===== config.mk =====
export PLATFORM = sky130hd
export DESIGN_NAME = irq_pwr_dev_flat
export DESIGN_NICKNAME = d
export VERILOG_FILES = /design/src/rtl/irq_pwr_pkg.sv /design/src/rtl/irq_pwr_if.sv /design/src/rtl/irq_pwr_dev.sv /design/src/flat_wrapper.sv
export SDC_FILE = /design/constraint.sdc
export NUM_CORES = 1
export LEC_CHECK = 0
export ABC_AREA = 1
export BUFFER_PORTS_ARGS = -buffer_cell sky130_fd_sc_hd__buf_2
export CAP_MARGIN = 30
export CORE_MARGIN = 2
export CORE_UTILIZATION = 25
export CTS_CLUSTER_SIZE = 40
export DETAILED_ROUTE_END_ITERATION = 7
export RECOVER_POWER = 50
export SLEW_MARGIN = 10
export SYNTH_ARGS = -nofsm -noshare
export SYNTH_HDL_FRONTEND = slang
export SYNTH_SLANG_ARGS = --single-unit
export TNS_END_PERCENT = 5

===== constraint.sdc =====
create_clock -name clock_i -period 2 [get_ports clock_i]
set_input_delay 0.5 -clock clock_i [delete_from_list [all_inputs] [get_ports clock_i]]
set_output_delay 0.5 -clock clock_i [all_outputs]
set_load 0.05 [all_outputs]

===== src/rtl/irq_pwr_pkg.sv =====
// shared constants for the interrupt gate and power/reset sequencer pair
// assumes a single 250 MHz clock shared by both ends
package irq_pwr_pkg;
  localparam int unsigned CLK_MHZ          = 250;
  localparam int unsigned POR_PULSE_NS     = 200;
  localparam int unsigned POR_PULSE_CYC    = (POR_PULSE_NS * CLK_MHZ + 999) / 1000;
  localparam int unsigned DIP_MIN_US       = 11;
  localparam int unsigned DIP_MIN_CYC      = DIP_MIN_US * CLK_MHZ;
  localparam int unsigned IRQ_PULSE_NS     = 60;
  localparam int unsigned IRQ_PULSE_CYC    = (IRQ_PULSE_NS * CLK_MHZ) / 1000;
  localparam int unsigned EXT_RST_US       = 500;
  localparam int unsigned EXT_RST_CYC      = EXT_RST_US * CLK_MHZ;
  localparam int unsigned SHARE_RST_MS     = 2;
  localparam int unsigned SHARE_RST_CYC    = SHARE_RST_MS * 1000 * CLK_MHZ;
  localparam int unsigned USB_W            = 32;
  localparam int unsigned DMA_W            = 16;
  // controller register offsets
  localparam logic [3:0] A_CTRL     = 4'h0;
  localparam logic [3:0] A_STATUS   = 4'h1;
  localparam logic [3:0] A_CLEAR    = 4'h2;
  localparam logic [3:0] A_ENABLE   = 4'h3;
  localparam logic [3:0] A_RST_LEN  = 4'h4;
  // controller status / enable bit positions
  localparam int unsigned EV_IRQ    = 0;
  localparam int unsigned EV_RSTDN  = 1;
  localparam int unsigned EV_VBUSOFF = 2;
  localparam int unsigned NEV       = 3;
  // controller control bit positions
  localparam int unsigned C_RST_GO  = 0;
  localparam int unsigned C_SHARE   = 1;
  localparam logic [31:0] RST_LEN_RESET = 32'h0001_e848; // 125000 cycles
endpackage


===== src/rtl/irq_pwr_if.sv =====
// pins between the peripheral's interrupt/power block and the system controller
// assumes the testbench resolves nothing: all pins are one-way
`timescale 1ns/1ps
`default_nettype none
interface irq_pwr_if;
  logic irq_pin;      // interrupt pin, polarity per configuration
  logic reset_pin_n;  // external reset, active low, driven by controller
  logic reset_tied;   // high when reset pin strapped to supply
  modport dev (output irq_pin, input reset_pin_n, input reset_tied);
  modport host (input irq_pin, output reset_pin_n, output reset_tied);
endinterface
`default_nettype wire


===== src/rtl/irq_pwr_dev.sv =====
// device end: interrupt gating, power-on reset, clock wake, pull-up control
// assumes event pulses, register writes and supply comparator from surrounding core
// Behaviour
// RQ1 - level mode, gate off: latch, pin idle
// RQ2 - gate on with pending status asserts pin
// RQ3 - gate off keeps asserted pin active
// RQ4 - pin drops only when sources cleared
// RQ5 - host writes every status byte when clearing
// RQ6 - suspended clock-off restarts on vbus detect
// RQ7 - external reset held at least 500 us
// RQ8 - strapped reset gives internal 200 ns pulse
// RQ9 - reset stays high one stretch after trip
// RQ10 - dips over 11 us re-trigger reset
// RQ11 - power-sharing host resets at least 2 ms
// RQ12 - cable removed: clear connect bit, drop pull-up; device drops pull-up with vbus, connect bit held until a cfg write
// RQ13 - pulse mode: 60 ns on rising pending
// RQ14 - reset default active low, level mode
// RQ15 - per-source enables gate latched events
//
// Added by the designer: the strobed register port and the address map.
`timescale 1ns/1ps
`default_nettype none
module irq_pwr_dev
  import irq_pwr_pkg::*;
#(
  parameter int unsigned DIP_CYC   = DIP_MIN_CYC,
  parameter int unsigned PULSE_CYC = POR_PULSE_CYC
) (
  input  wire logic             clock_i,
  input  wire logic             rst_n_i,
  input  wire logic             clk_en_i,
  irq_pwr_if.dev                pins,
  input  wire logic [USB_W-1:0] usb_event_i,
  input  wire logic [DMA_W-1:0] dma_event_i,
  input  wire logic [USB_W-1:0] usb_enable_i,
  input  wire logic [DMA_W-1:0] dma_enable_i,
  input  wire logic             usb_clear_we_i,
  input  wire logic [USB_W-1:0] usb_clear_i,
  input  wire logic             dma_clear_we_i,
  input  wire logic [DMA_W-1:0] dma_clear_i,
  input  wire logic             cfg_we_i,
  input  wire logic             global_irq_enable_i,
  input  wire logic             irq_polarity_sel_i,
  input  wire logic             irq_signalling_sel_i,
  input  wire logic             clock_always_on_bit_i,
  input  wire logic             pullup_connect_bit_i,
  input  wire logic             suspend_i,
  input  wire logic             vbus_sense_i,
  input  wire logic             supply_ok_i,
  output logic [USB_W-1:0]      usb_status_o,
  output logic [DMA_W-1:0]      dma_status_o,
  output logic                  core_reset_o,
  output logic                  core_clk_run_o,
  output logic                  pullup_on_o,
  output logic                  vbus_o
);
  logic [USB_W-1:0] usb_q;
  logic [DMA_W-1:0] dma_q;
  logic             glint_q, pol_q, lvl_q, clock_always_on_bit_q, connect_q;
  logic             any_d, any_q, asserted_q, pin_q;
  logic [7:0]       pulse_cnt_q;
  logic [2:0]       vbus_s_q, sup_s_q, rst_s_q;
  logic             vbus_f_q, sup_f_q, ext_rst_f_q;
  logic [31:0]      dip_cnt_q, stretch_cnt_q;
  logic             por_q, clk_run_q;

  // sticky status; a new event beats a simultaneous clear
  always_ff @(posedge clock_i) begin
    if (!rst_n_i || por_q) begin
      usb_q <= '0;
      dma_q <= '0;
    end else if (clk_en_i) begin
      usb_q <= (usb_q & ~(usb_clear_we_i ? usb_clear_i : '0)) | usb_event_i; // [RQ1] [RQ5]
      dma_q <= (dma_q & ~(dma_clear_we_i ? dma_clear_i : '0)) | dma_event_i;
    end
  end

  // configuration bits; defaults active low and level signalling
  always_ff @(posedge clock_i) begin
    if (!rst_n_i || por_q) begin
      glint_q   <= 1'b0;
      pol_q     <= 1'b0; // [RQ14]
      lvl_q     <= 1'b1; // [RQ14]
      clock_always_on_bit_q  <= 1'b0;
      connect_q <= 1'b0;
    end else if (clk_en_i && cfg_we_i) begin
      glint_q   <= global_irq_enable_i;
      pol_q     <= irq_polarity_sel_i;
      lvl_q     <= irq_signalling_sel_i;
      clock_always_on_bit_q  <= clock_always_on_bit_i;
      connect_q <= pullup_connect_bit_i;
    end
  end

  // or of enabled pending sources
  always_comb begin
    any_d = |(usb_q & usb_enable_i) | |(dma_q & dma_enable_i); // [RQ15]
  end

  // interrupt pin: level latch keeps asserting once the gate opened
  always_ff @(posedge clock_i) begin
    if (!rst_n_i || por_q) begin
      any_q       <= 1'b0;
      asserted_q  <= 1'b0;
      pulse_cnt_q <= '0;
    end else if (clk_en_i) begin
      any_q <= any_d;
      if (!any_d)
        asserted_q <= 1'b0; // [RQ4]
      else if (glint_q)
        asserted_q <= 1'b1; // [RQ2] [RQ3]
      if (glint_q && any_d && !any_q)
        pulse_cnt_q <= 8'(IRQ_PULSE_CYC); // [RQ13]
      else if (pulse_cnt_q != '0)
        pulse_cnt_q <= pulse_cnt_q - 8'h01;
    end
  end

  // pin driven from a flip-flop, polarity applied last
  always_ff @(posedge clock_i) begin
    if (!rst_n_i)
      pin_q <= 1'b1;
    else if (clk_en_i)
      pin_q <= (lvl_q ? asserted_q : (pulse_cnt_q != '0)) ^ ~pol_q; // [RQ1] [RQ13]
  end
  assign pins.irq_pin = pin_q;

  // three-stage synchronisers for pins from outside
  always_ff @(posedge clock_i) begin
    if (!rst_n_i) begin
      vbus_s_q <= '0;
      sup_s_q  <= '0;
      rst_s_q  <= 3'h7;
      vbus_f_q <= 1'b0;
      sup_f_q  <= 1'b0;
      ext_rst_f_q <= 1'b1;
    end else if (clk_en_i) begin
      vbus_s_q <= {vbus_s_q[1:0], vbus_sense_i};
      sup_s_q  <= {sup_s_q[1:0], supply_ok_i};
      rst_s_q  <= {rst_s_q[1:0], pins.reset_pin_n};
      if (vbus_s_q[1] == vbus_s_q[2]) vbus_f_q <= vbus_s_q[2];
      if (sup_s_q[1] == sup_s_q[2]) sup_f_q <= sup_s_q[2];
      if (rst_s_q[1] == rst_s_q[2]) ext_rst_f_q <= rst_s_q[2];
    end
  end

  // power-on reset: dip filter then stretch after the trip level
  always_ff @(posedge clock_i) begin
    if (!rst_n_i) begin
      por_q         <= 1'b1;
      dip_cnt_q     <= '0;
      stretch_cnt_q <= '0;
    end else if (clk_en_i) begin
      if (!pins.reset_tied) begin
        por_q <= ~ext_rst_f_q; // [RQ7]
      end else if (!sup_f_q) begin
        stretch_cnt_q <= '0;
        if (dip_cnt_q < DIP_CYC)
          dip_cnt_q <= dip_cnt_q + 32'h1;
        else
          por_q <= 1'b1; // [RQ10]
      end else begin
        dip_cnt_q <= '0;
        if (por_q) begin
          if (stretch_cnt_q + 32'h1 >= PULSE_CYC)
            por_q <= 1'b0; // [RQ8] [RQ9]
          else
            stretch_cnt_q <= stretch_cnt_q + 32'h1;
        end
      end
    end
  end
  assign core_reset_o = por_q;

  // clock gating during suspend; vbus wakes a stopped clock
  always_ff @(posedge clock_i) begin
    if (!rst_n_i)
      clk_run_q <= 1'b1;
    else if (clk_en_i) begin
      if (!suspend_i || clock_always_on_bit_q || vbus_f_q) // filtered vbus level keeps the clock up, no toggling
        clk_run_q <= 1'b1; // [RQ6]
      else
        clk_run_q <= 1'b0;
    end
  end
  assign core_clk_run_o = clk_run_q;

  // pull-up only while connect bit is set and vbus present
  assign pullup_on_o  = connect_q && vbus_f_q; // [RQ12]
  assign vbus_o       = vbus_f_q;
  assign usb_status_o = usb_q;
  assign dma_status_o = dma_q;
endmodule
`default_nettype wire


===== src/flat_wrapper.sv =====
// flat-port wrapper written by rule: the top's interface ports become plain ports
module irq_pwr_dev_flat import irq_pwr_pkg::*;
#(
  parameter int unsigned DIP_CYC   = DIP_MIN_CYC,
  parameter int unsigned PULSE_CYC = POR_PULSE_CYC
)
  (clock_i, rst_n_i, clk_en_i, usb_event_i, dma_event_i, usb_enable_i, dma_enable_i, usb_clear_we_i, usb_clear_i, dma_clear_we_i, dma_clear_i, cfg_we_i, global_irq_enable_i, irq_polarity_sel_i, irq_signalling_sel_i, clock_always_on_bit_i, pullup_connect_bit_i, suspend_i, vbus_sense_i, supply_ok_i, usb_status_o, dma_status_o, core_reset_o, core_clk_run_o, pullup_on_o, vbus_o, pins_irq_pin, pins_reset_pin_n, pins_reset_tied);
  irq_pwr_if pins_i ();
  input  wire logic clock_i;
  input  wire logic rst_n_i;
  input  wire logic clk_en_i;
  input  wire logic [USB_W-1:0] usb_event_i;
  input  wire logic [DMA_W-1:0] dma_event_i;
  input  wire logic [USB_W-1:0] usb_enable_i;
  input  wire logic [DMA_W-1:0] dma_enable_i;
  input  wire logic usb_clear_we_i;
  input  wire logic [USB_W-1:0] usb_clear_i;
  input  wire logic dma_clear_we_i;
  input  wire logic [DMA_W-1:0] dma_clear_i;
  input  wire logic cfg_we_i;
  input  wire logic global_irq_enable_i;
  input  wire logic irq_polarity_sel_i;
  input  wire logic irq_signalling_sel_i;
  input  wire logic clock_always_on_bit_i;
  input  wire logic pullup_connect_bit_i;
  input  wire logic suspend_i;
  input  wire logic vbus_sense_i;
  input  wire logic supply_ok_i;
  output logic [USB_W-1:0] usb_status_o;
  output logic [DMA_W-1:0] dma_status_o;
  output logic core_reset_o;
  output logic core_clk_run_o;
  output logic pullup_on_o;
  output logic vbus_o;
  output wire logic [$bits(pins_i.irq_pin)-1:0] pins_irq_pin;
  input wire logic [$bits(pins_i.reset_pin_n)-1:0] pins_reset_pin_n;
  input wire logic [$bits(pins_i.reset_tied)-1:0] pins_reset_tied;
  assign pins_irq_pin = pins_i.irq_pin;
  assign pins_i.reset_pin_n = pins_reset_pin_n;
  assign pins_i.reset_tied = pins_reset_tied;
  irq_pwr_dev #(.DIP_CYC(DIP_CYC), .PULSE_CYC(PULSE_CYC)) u_core (.clock_i(clock_i), .rst_n_i(rst_n_i), .clk_en_i(clk_en_i), .pins(pins_i), .usb_event_i(usb_event_i), .dma_event_i(dma_event_i), .usb_enable_i(usb_enable_i), .dma_enable_i(dma_enable_i), .usb_clear_we_i(usb_clear_we_i), .usb_clear_i(usb_clear_i), .dma_clear_we_i(dma_clear_we_i), .dma_clear_i(dma_clear_i), .cfg_we_i(cfg_we_i), .global_irq_enable_i(global_irq_enable_i), .irq_polarity_sel_i(irq_polarity_sel_i), .irq_signalling_sel_i(irq_signalling_sel_i), .clock_always_on_bit_i(clock_always_on_bit_i), .pullup_connect_bit_i(pullup_connect_bit_i), .suspend_i(suspend_i), .vbus_sense_i(vbus_sense_i), .supply_ok_i(supply_ok_i), .usb_status_o(usb_status_o), .dma_status_o(dma_status_o), .core_reset_o(core_reset_o), .core_clk_run_o(core_clk_run_o), .pullup_on_o(pullup_on_o), .vbus_o(vbus_o));
endmodule

==> flow_summary_export.csv, run 1 <==
group,metric,value,unit
timing,finalSetupViolCount,33,
route,routed_via_density,4.507,
synthesis,yosysWarnings,0,
synthesis,synth.top_cell.area_share,0.4055,
route,antenna_left,0,
power,p_leak,0.004505,uW
cts,root_buffer,"clkbuf_16",
worst_setup_path,worstSetupPathType,"reg -> reg",
power,vdd_ir_drop_max,0.0005768,V
timing,period_share,1.136,
synthesis,seq_area_frac_synth,0.4055,
timing,fin_crit,2.272,ns
global_routing,grt_pass1_vias,7604,
route,wl_met2,11.51,mm
cts,cts.path.max_buffers,2,
place,hpwlAfterDp,18.09,mm
timing,maxSlewViolCount,0,
synthesis,ys_seq_elements,142,
synthesis,yosysMostFrequentCell,"nand2_1",
timing,worst_slew_pin_slew,1.015,ns
synthesis,syn_avg_cell_area,6.702,um^2
timing,clock_skew,0.01398,ns
final_layout,nets,1514,
cts,cts_tree,"done",
floorplan,rows,61,
worst_setup_path,cp.arrival,2.53,ns
worst_setup_path,start_kind,"register",
global_routing,antenna_found_initial,9,
job,maxCapViolCount,0,
route,wl_met1,9.934,mm
synthesis,yosys-top-cells-count,"nand2_1, dfxtp_1, nor2_1, nand3_1, a21oi_1",
cts,numCtsBuffers,17,
route,routed_wl,23.93,mm
cts,clk_latency,0.42,ns
cts,cts_max_level,4,
route,dr.pass1.iters,5,
final_layout,fillers,2980,
global_routing,grt_usage,0.1650,
global_routing,grt_max_degree,55,
synthesis,mappedNetlistArea,7010,um^2
route,drt_iter0_markers,337,
floorplan,die_h,171.5,um
timing,fin_ws,-0.2720,ns
route,top_layer_used,"met5",
final_layout,syn2layout_area_growth,43.42,%
synthesis,synth_edf_count,0,
route,wl_per_cell,13.73,um
route,drt_drc_violations_left,0,
cts,hold_buffers,0,
floorplan,start_util,0.2530,
synthesis,synthTopCellsByArea,"dfxtp_1, nand2_1, nor2_1",
timing,slew_headroom,0.3234,
timing,hold_violations,0,
synthesis,netlist_instances,1046,
floorplan,core_area,27710,um^2
global_routing,grt_pass1_wl,37.98,mm
final_layout,drive_gt1_frac,0.3106,
floorplan,fp.dieW,171.5,um
timing,fin_setup_tns,-7.565,ns
place,portBuffers,212,
worst_setup_path,path_max_fanout,10,
worst_setup_path,end_kind,"register",
global_routing,grt_remaining_overflow,0,
synthesis,syn-num-nets,1211,
timing,fmaxAchievable,440.1,MHz
place,gp_congestion,0.8770,
worst_hold_path,hp-class,"in -> reg",
floorplan,die_area,29400,um^2
route,vias,7855,
place,dp_slack,-0.4931,ns
synthesis,synth-main-ff-cell,"dfxtp_1",
synthesis,synthArstFlopShare,0,
power,powerDensity,695.6,nW/um^2
cts,path_clk_slew,0.07,ns
outcome,outcome,"finished, violations left",
synthesis,synth_top_area_cell,"dfxtp_1",
timing,rsz0062_at_grt,"true",
cts,cts.sinks,142,
synthesis,yosys.cell_types.count,37,
floorplan,io_pins,213,
worst_setup_path,required,2.26,ns
route,met3WireLength,1.500,mm
outcome,violations,"negative setup slack",
[sequential cells by signal (all words and copies together), names as in the netlist, 3 cells and up]
register	count
u_core.dip_cnt_q	32
u_core.dma_status_o	16
u_core.pulse_cnt_q	8
u_core.rst_s_q	3
u_core.stretch_cnt_q	32
u_core.sup_s_q	3
u_core.usb_status_o	32
u_core.vbus_s_q	3
[path summary, 6_finish.rpt]
path | slack, ns | from | to | depth (start not counted)
worst min-delay path | 0.29 | pins_reset_pin_n | u_core.rst_s_q[0] | 3
worst max-delay path | -0.27 | u_core.stretch_cnt_q[0] | u_core.stretch_cnt_q[11] | 17
worst max register to register | -0.27 | u_core.stretch_cnt_q[0] | u_core.stretch_cnt_q[11] | 17
worst min register to register | 0.44 | u_core.dip_cnt_q[14] | u_core.dip_cnt_q[14] | 2
[critical path, cell delays in order, from the launching register on]
cell	delay [ns]
dfxtp_4	0.38
ha_4	0.16
nand2_4	0.06
nor2_4	0.20
nand2_4	0.11
nor2_2	0.16
nand2_1	0.06
nand2_1	0.05
nand2_1	0.04
nor2_1	0.08
nand2_1	0.05
nor2_1	0.15
nand3_2	0.13
nand2_4	0.13
buf_6	0.14
nand2_8	0.09
nand2_1	0.07
nor2_1	0.04
[metal layers]
metal  global-route usage  vias to the layer above
li1                     -                     4007
met1               0.1865                     3556
met2               0.2848                      224
met3              0.05108                       58
met4              0.07332                       10
met5                    0                        -
[power breakdown]
part	switching [uW]	internal, uW	total (uW)
registers	60.6	2900	2960
clock network	1490	1680	3170
logic	512	355	867
total	2060	4930	6990
[timing repair]
| action | in CTS | in global routing |
|---|---|---|
| endpoints found under the setup margin | 41 | 45 |
| cloned | 5 | 0 |
| gates resized for setup | 32 | 27 |
| pin swaps | 31 | 5 |
| buffers inserted | 8 | 1 |
[layout make-up]
type                            instances  area (um^2)  share of cell area
Timing Repair Buffer                  321         1907              0.1896
Clock inverter                         15        173.9             0.01730
Tap cell                              378        473.0             0.04704
Multi-Input combinational cell        800         3955              0.3934
Clock buffer                           17        425.4             0.04231
Sequential cell                       142         2861              0.2846
Antenna cell                            3        7.507           0.0007466
Inverter                               67        251.5             0.02501
[kinds of logic after synthesis]
group,Yosys count,synth area share
AOI/OAI and AO/OA,147,0.1235
and+or+nand+nor,632,0.3844
DFF,142,0.4055
adders and majority gates,5,0.008924
xor gates and xnor gates,12,0.01499
buffers and inverters,108,0.06264
[through the flow]
stage	utilization	instance area [um^2]	cells	total power [uW]	hold slack, ns
global route	0.3629	10050	1743	7292	0.2994
detailed placement	0.3309	9168	1695	3844	0.4276
CTS	0.3609	10000	1739	7084	0.2746
finish	0.3629	10050	1743	6994	0.2895
global placement	0.3309	9168	1695	3838	0.4263
floorplan	-	7034	1046	3450	0.4187
[cell usage in the layout, fill, tap and decap left out, drive strengths merged]
cell and count:
o21ai 27, a22o 8, o211ai 2, buf 302, or2 2, clkinv 8
nor4 6, nand4 13, a21oi 100, xor2 8, nor2 146, o21bai 3
nand3b 4, inv 72, dfxtp 142, o2111ai 1, a221oi 5, diode 3
ha 5, nand2 360, and2 2, nand3 99, a31oi 1, clkbuf 36
nor3b 1, nor3 3, xnor2 4, clkinvlp 2
(Power assumes the default switching activity.)
==> run 2: changes to the inputs <==
ABC_AREA = default   (was 1)
CTS_BUF_LIST = sky130_fd_sc_hd__clkbuf_8   (was default)
==> flow_summary_export.csv, run 2 <==
group,metric,value,unit
timing,period_share,1.162,
final_layout,fin_cells,1410,
timing,finalSetupViolCount,34,
synthesis,synth_top_area_cell,"dfxtp_1",
timing,rsz0062_at_grt,"true",
route,vias,6630,
route,routed_via_density,4.702,
place,dp_slack,-0.4973,ns
cts,cts_max_level,4,
final_layout,nets,1229,
route,antenna_left,0,
synthesis,synth_edf_count,0,
place,portBuffers,212,
power,power_frac_clock,0.395,
cts,cts_tree,"done",
floorplan,core_area,25180,um^2
worst_setup_path,worstSetupPathType,"reg -> reg",
synthesis,seq_area_frac_synth,0.4439,
timing,hold_violations,0,
power,combPwrFrac,0.101,
worst_setup_path,end_kind,"register",
timing,slew_headroom,0.3819,
synthesis,yosys.cell_types.count,65,
synthesis,yosysWarnings,0,
final_layout,final_cell_mix,"buf_2, nand2_1, buf_4, dfxtp_1, nor2_1",
timing,fin_crit,2.324,ns
power,powerDensity,613.2,nW/um^2
outcome,violations,"negative setup slack",
power,switching_share,0.2683,
route,drt_drc_violations_left,0,
floorplan,rows,58,
timing,fin_setup_tns,-9.833,ns
synthesis,synthArstFlopShare,0,
cts,numCtsBuffers,17,
power,seq_power_share,0.505,
synthesis,netlist_instances,756,
global_routing,grt_usage,0.1622,
final_layout,seqCellArea,2902,um^2
synthesis,yosys-top-cells-count,"dfxtp_1, nand2_1, nor2_1, a22oi_1, clkbuf_1",
synthesis,synth-main-ff-cell,"dfxtp_1",
outcome,outcome,"finished, violations left",
worst_setup_path,required,2.38,ns
power,p_sw,1524,uW
synthesis,synthTopCellsByArea,"dfxtp_1, nand2_1, nor2_1",
route,wl_per_cell,15.48,um
final_layout,drive_gt1_frac,0.4191,
global_routing,grt_max_degree,44,
route,dr.pass1.iters,5,
power,internal_power,4156,uW
power,p_leak,0.004034,uW
timing,fin_ws,-0.3244,ns
global_routing,grt_pass1_vias,6535,
cts,cts_setup_buffers,0,
worst_hold_path,hp-class,"in -> reg",
global_routing,grt_remaining_overflow,0,
synthesis,syn-num-nets,921,
final_layout,fillers,2598,
power,vdd_ir_drop_max,0.0003743,V
floorplan,fp.dieW,164.0,um
route,drt_iter0_markers,417,
final_layout,syn2layout_area_growth,44.63,%
timing,fmaxAchievable,430.2,MHz
global_routing,grt_pass1_wl,33.89,mm
final_layout,multiInputGateArea,3555,um^2
worst_setup_path,path_max_fanout,4,
final_layout,final_common_cell,"buf_2",
timing,maxSlewViolCount,0,
place,hpwlAfterDp,17.22,mm
floorplan,io_pins,213,
floorplan,start_util,0.2543,
route,routed_wl,21.82,mm
job,maxCapViolCount,0,
timing,worst_slew_pin_slew,0.9271,ns
floorplan,die_area,26910,um^2
synthesis,mappedNetlistArea,6404,um^2
worst_setup_path,cp.arrival,2.71,ns
synthesis,ys_seq_elements,142,
place,dp_cells,1375,
cts,root_buffer,"clkbuf_8",
cts,cts.path.max_buffers,2,
timing,clock_skew,0.01670,ns
synthesis,yosysMostFrequentCell,"dfxtp_1",
global_routing,antenna_found_initial,4,
synthesis,syn_avg_cell_area,8.470,um^2
cts,path_clk_slew,0.08,ns
cts,clk_latency,0.46,ns
worst_setup_path,start_kind,"register",
synthesis,synth.top_cell.area_share,0.4439,
place,gp_congestion,0.8709,
cts,hold_buffers,0,
floorplan,die_h,164.0,um
cts,cts.sinks,142,
## run 2: cell count changes after synthesis, sizes merged, moves of 22 or more
cell   change
nand2    -238
nand3     -65
nor2      -47
and3      +22
a22oi     +48
a21oi     -81
inv       -57
## run 2: worst paths after layout
| check | cells after the start | slack, ns | to | startpoint |
|---|---|---|---|---|
| setup / recovery | 9 | -0.32 | u_core.stretch_cnt_q[1] | u_core.stretch_cnt_q[1] |
| hold / removal | 3 | 0.27 | u_core.rst_s_q[0] | pins_reset_pin_n |
| setup reg to reg | 9 | -0.32 | u_core.stretch_cnt_q[1] | u_core.stretch_cnt_q[1] |
| hold reg to reg | 2 | 0.46 | u_core.connect_q | u_core.connect_q |
## run 2: repair_timing
| action | in CTS | in global routing |
|---|---|---|
| endpoints found under the setup margin | 41 | 49 |
| resized for setup | 18 | 26 |
| pin swaps | 7 | 14 |
| endpoints found under the hold margin | 0 | 0 |
## run 2: area by class of cell
cell class	count	share of cell area
clock inverters	12	0.01216
inverters	10	0.004053
well taps	330	0.04458
diodes	4	0.001081
flip-flops and latches	142	0.3133
clock buffers	19	0.02824
repair buffers	330	0.2128
multi-input cells	563	0.3838
## run 2: cell families after synthesis
group / count (synthesis) / synth area share
AND/OR/NAND/NOR: 363 / 0.2755
AO/OA/AOI/OAI: 156 / 0.1772
flip-flops: 142 / 0.4439
buffers and inverters: 51 / 0.03693
XOR/XNOR: 23 / 0.03146
multiplexers: 16 / 0.02520
adder cells (fa/ha/maj): 5 / 0.009769
## run 2: routing by layer
layer | wire [um] | global-route usage
met1 | 8762 | 0.1830
met2 | 11020 | 0.2865
met3 | 1411 | 0.04823
met4 | 624 | 0.06380
met5 | 0 | 0
## run 2: metrics by stage
stage          hold slack, ns  area (um^2)  power [uW]    util
2_1_floorplan          0.4272         6511        3192       -
3_3_place_gp           0.4417         8720        3497  0.3463
3_5_place_dp           0.4427         8720        3499  0.3463
4_1_cts                0.2351         9169        5736  0.3641
5_1_grt                0.2802         9254        5906  0.3675
6_report               0.2712         9261        5679  0.3678
## run 2: power by group through the flow
stage	combinational [uW]	sequential (uW)	clock, uW
after CTS	572	2870	2300
after floorplan	211	2980	0
after global placement	564	2930	0
after detailed placement	565	2930	0
final	572	2870	2240
after global routing	620	2870	2420
## run 2: critical path, stage by stage (launching register included)
cell and delay [ns]:
dfxtp_4 0.38, ha_4 0.15, nand3_4 0.09, or2_4 0.29, nor3_2 0.22, nand3_1 0.15
a211oi_4 0.29, and4_4 0.27, or3b_1 0.36, o21ai_2 0.06
==> run 3: changes to the inputs <==
clock period = 2.45 ns   (was 2 ns; I/O delays follow)
==> flow_summary_export.csv, run 3 (synthesis gave the netlist of run 2 again) <==
group,metric,value,unit
worst_hold_path,min-delay-start,"pins_reset_pin_n",
worst_setup_path,end_kind,"register",
timing,fmaxAchievable,423.5,MHz
timing,clock_skew,0.01085,ns
power,power,4794,uW
timing,rsz0062_at_grt,"true",
route,wl_per_cell,15.87,um
worst_setup_path,r2r_end,"u_core.stretch_cnt_q[2]",
global_routing,antenna_found_initial,3,
route,dr.pass1.iters,5,
worst_hold_path,hold_depth,3,
global_routing,grt_usage,0.1589,
timing,fin_ws,0.08845,ns
floorplan,core_area,25180,um^2
power,vdd_ir_drop_max,0.0002720,V
final_layout,seqCellArea,2855,um^2
floorplan,fp.dieW,164.0,um
power,switching_share,0.2540,
cts,numCtsBuffers,17,
worst_setup_path,worstSetupPathType,"reg -> reg",
final_layout,final_cell_mix,"buf_2, dfxtp_1, nand2_1, nor2_1, a22oi_1",
route,drt_drc_violations_left,0,
route,routed_wl,21.30,mm
final_layout,utilization,0.3421,
power,powerDensity,556.5,nW/um^2
cts,cts.sinks,142,
place,portBuffers,212,
cts,hold_buffers,0,
power,p_leak,0.003608,uW
worst_hold_path,hp-class,"in -> reg",
place,dp_slack,-0.1554,ns
route,antenna_left,0,
global_routing,grt_remaining_overflow,0,
route,vias,6421,
worst_setup_path,reg2reg_depth,10,
worst_setup_path,start_kind,"register",
route,routed_via_density,4.785,
floorplan,die_h,164.0,um
final_layout,syn2layout_area_growth,34.53,%
worst_setup_path,regToRegStartpoint,"u_core.stretch_cnt_q[9]",
job,maxCapViolCount,0,
cts,cts.path.max_buffers,2,
worst_setup_path,reg2reg_slack,0.09,ns
worst_setup_path,cp.arrival,2.70,ns
timing,slew_headroom,0.04829,
floorplan,die_area,26910,um^2
outcome,outcome,"completed",
timing,fin_crit,2.362,ns
final_layout,final_common_cell,"buf_2",
final_layout,drive_gt1_frac,0.3277,
route,drt_iter0_markers,359,
timing,hold_violations,0,
cts,cts_tree,"done",
power,p_sw,1217,uW
timing,holdWs,0.3789,ns
final_layout,fillers,2665,
cts,cts_setup_buffers,0,
power,seq_power_share,0.489,
timing,maxSlewViolCount,0,
worst_setup_path,path_max_fanout,5,
place,hpwlAfterDp,16.61,mm
final_layout,nets,1162,
floorplan,io_pins,213,
cts,path_clk_slew,0.08,ns
global_routing,grt_pass1_wl,33.11,mm
power,combPwrFrac,0.088,
worst_setup_path,required,2.79,ns
floorplan,start_util,0.2543,
timing,finalSetupViolCount,0,
place,gp_congestion,0.8496,
cts,root_buffer,"clkbuf_8",
timing,worst_slew_pin_slew,1.428,ns
floorplan,rows,58,
power,power_frac_clock,0.423,
final_layout,multiInputGateArea,3453,um^2
cts,cts_max_level,4,
timing,period_share,0.9639,
power,internal_power,3576,uW
global_routing,grt_max_degree,39,
cts,clk_latency,0.45,ns
worst_hold_path,holdPathEnd,"u_core.rst_s_q[0]",
global_routing,grt_pass1_vias,6236,
## run 3: what timing repair did
action,CTS,global route
cloned,0,0
resized for setup,7,20
pin swaps,3,6
endpoints found under the setup margin,4,34
## run 3: through the flow
step           setup TNS, ns  area, um^2  std cells
5_1_grt              -0.1194        8612       1341
3_3_place_gp         -0.7862        8112       1308
4_1_cts                    0        8567       1340
6_report                   0        8615       1342
3_5_place_dp          -1.073        8112       1308
2_1_floorplan              0        6424        756
## run 3: worst max-delay path by stage
stage / cells after the start / slack, ns / end / startpoint
3_5_place_dp: 9 / -0.16 / u_core.pulse_cnt_q[2] / usb_enable_i[28]
5_1_grt: 10 / -0.03 / u_core.stretch_cnt_q[5] / u_core.stretch_cnt_q[9]
2_1_floorplan: 10 / 0.007 / u_core.stretch_cnt_q[1] / u_core.stretch_cnt_q[1]
6_report: 10 / 0.09 / u_core.stretch_cnt_q[2] / u_core.stretch_cnt_q[9]
4_1_cts: 11 / 0.006 / u_core.stretch_cnt_q[5] / u_core.stretch_cnt_q[0]
3_3_place_gp: 9 / -0.12 / u_core.pulse_cnt_q[5] / usb_enable_i[28]
## run 3: critical path: stages, from the launching register on
cell and delay, ns:
dfxtp_1 0.35, nand4_2 0.14, or3_4 0.40, nor3_4 0.19
a41oi_1 0.18, a211oi_2 0.22, buf_4 0.14, and4_4 0.22
buf_4 0.14, and4_2 0.23, nor3_2 0.04
## run 3: layout make-up
type / count / area share
clock inverter: 13 / 0.01903
inverter: 10 / 0.004357
antenna: 2 / 0.0005810
clock buffer: 19 / 0.03036
multi-input combinational: 563 / 0.4009
sequential: 142 / 0.3314
timing repair buffer: 263 / 0.1654
tap: 330 / 0.04793
## run 3: per-layer routing
layer,track usage,vias up,share of wire
met5,0,-,0.00089
met4,0.05981,4,0.019
met3,0.04394,25,0.061
met2,0.2832,200,0.51
met1,0.1802,2994,0.41
li1,-,3198,-
## run 3: power by group through the flow
stage / Clock, uW / Sequential, uW / Combinational [uW]
2_1_floorplan: 0 / 2430 / 172
3_3_place_gp: 0 / 2400 / 428
3_5_place_dp: 0 / 2400 / 431
4_1_cts: 2080 / 2350 / 433
5_1_grt: 2180 / 2350 / 463
6_report: 2030 / 2340 / 423
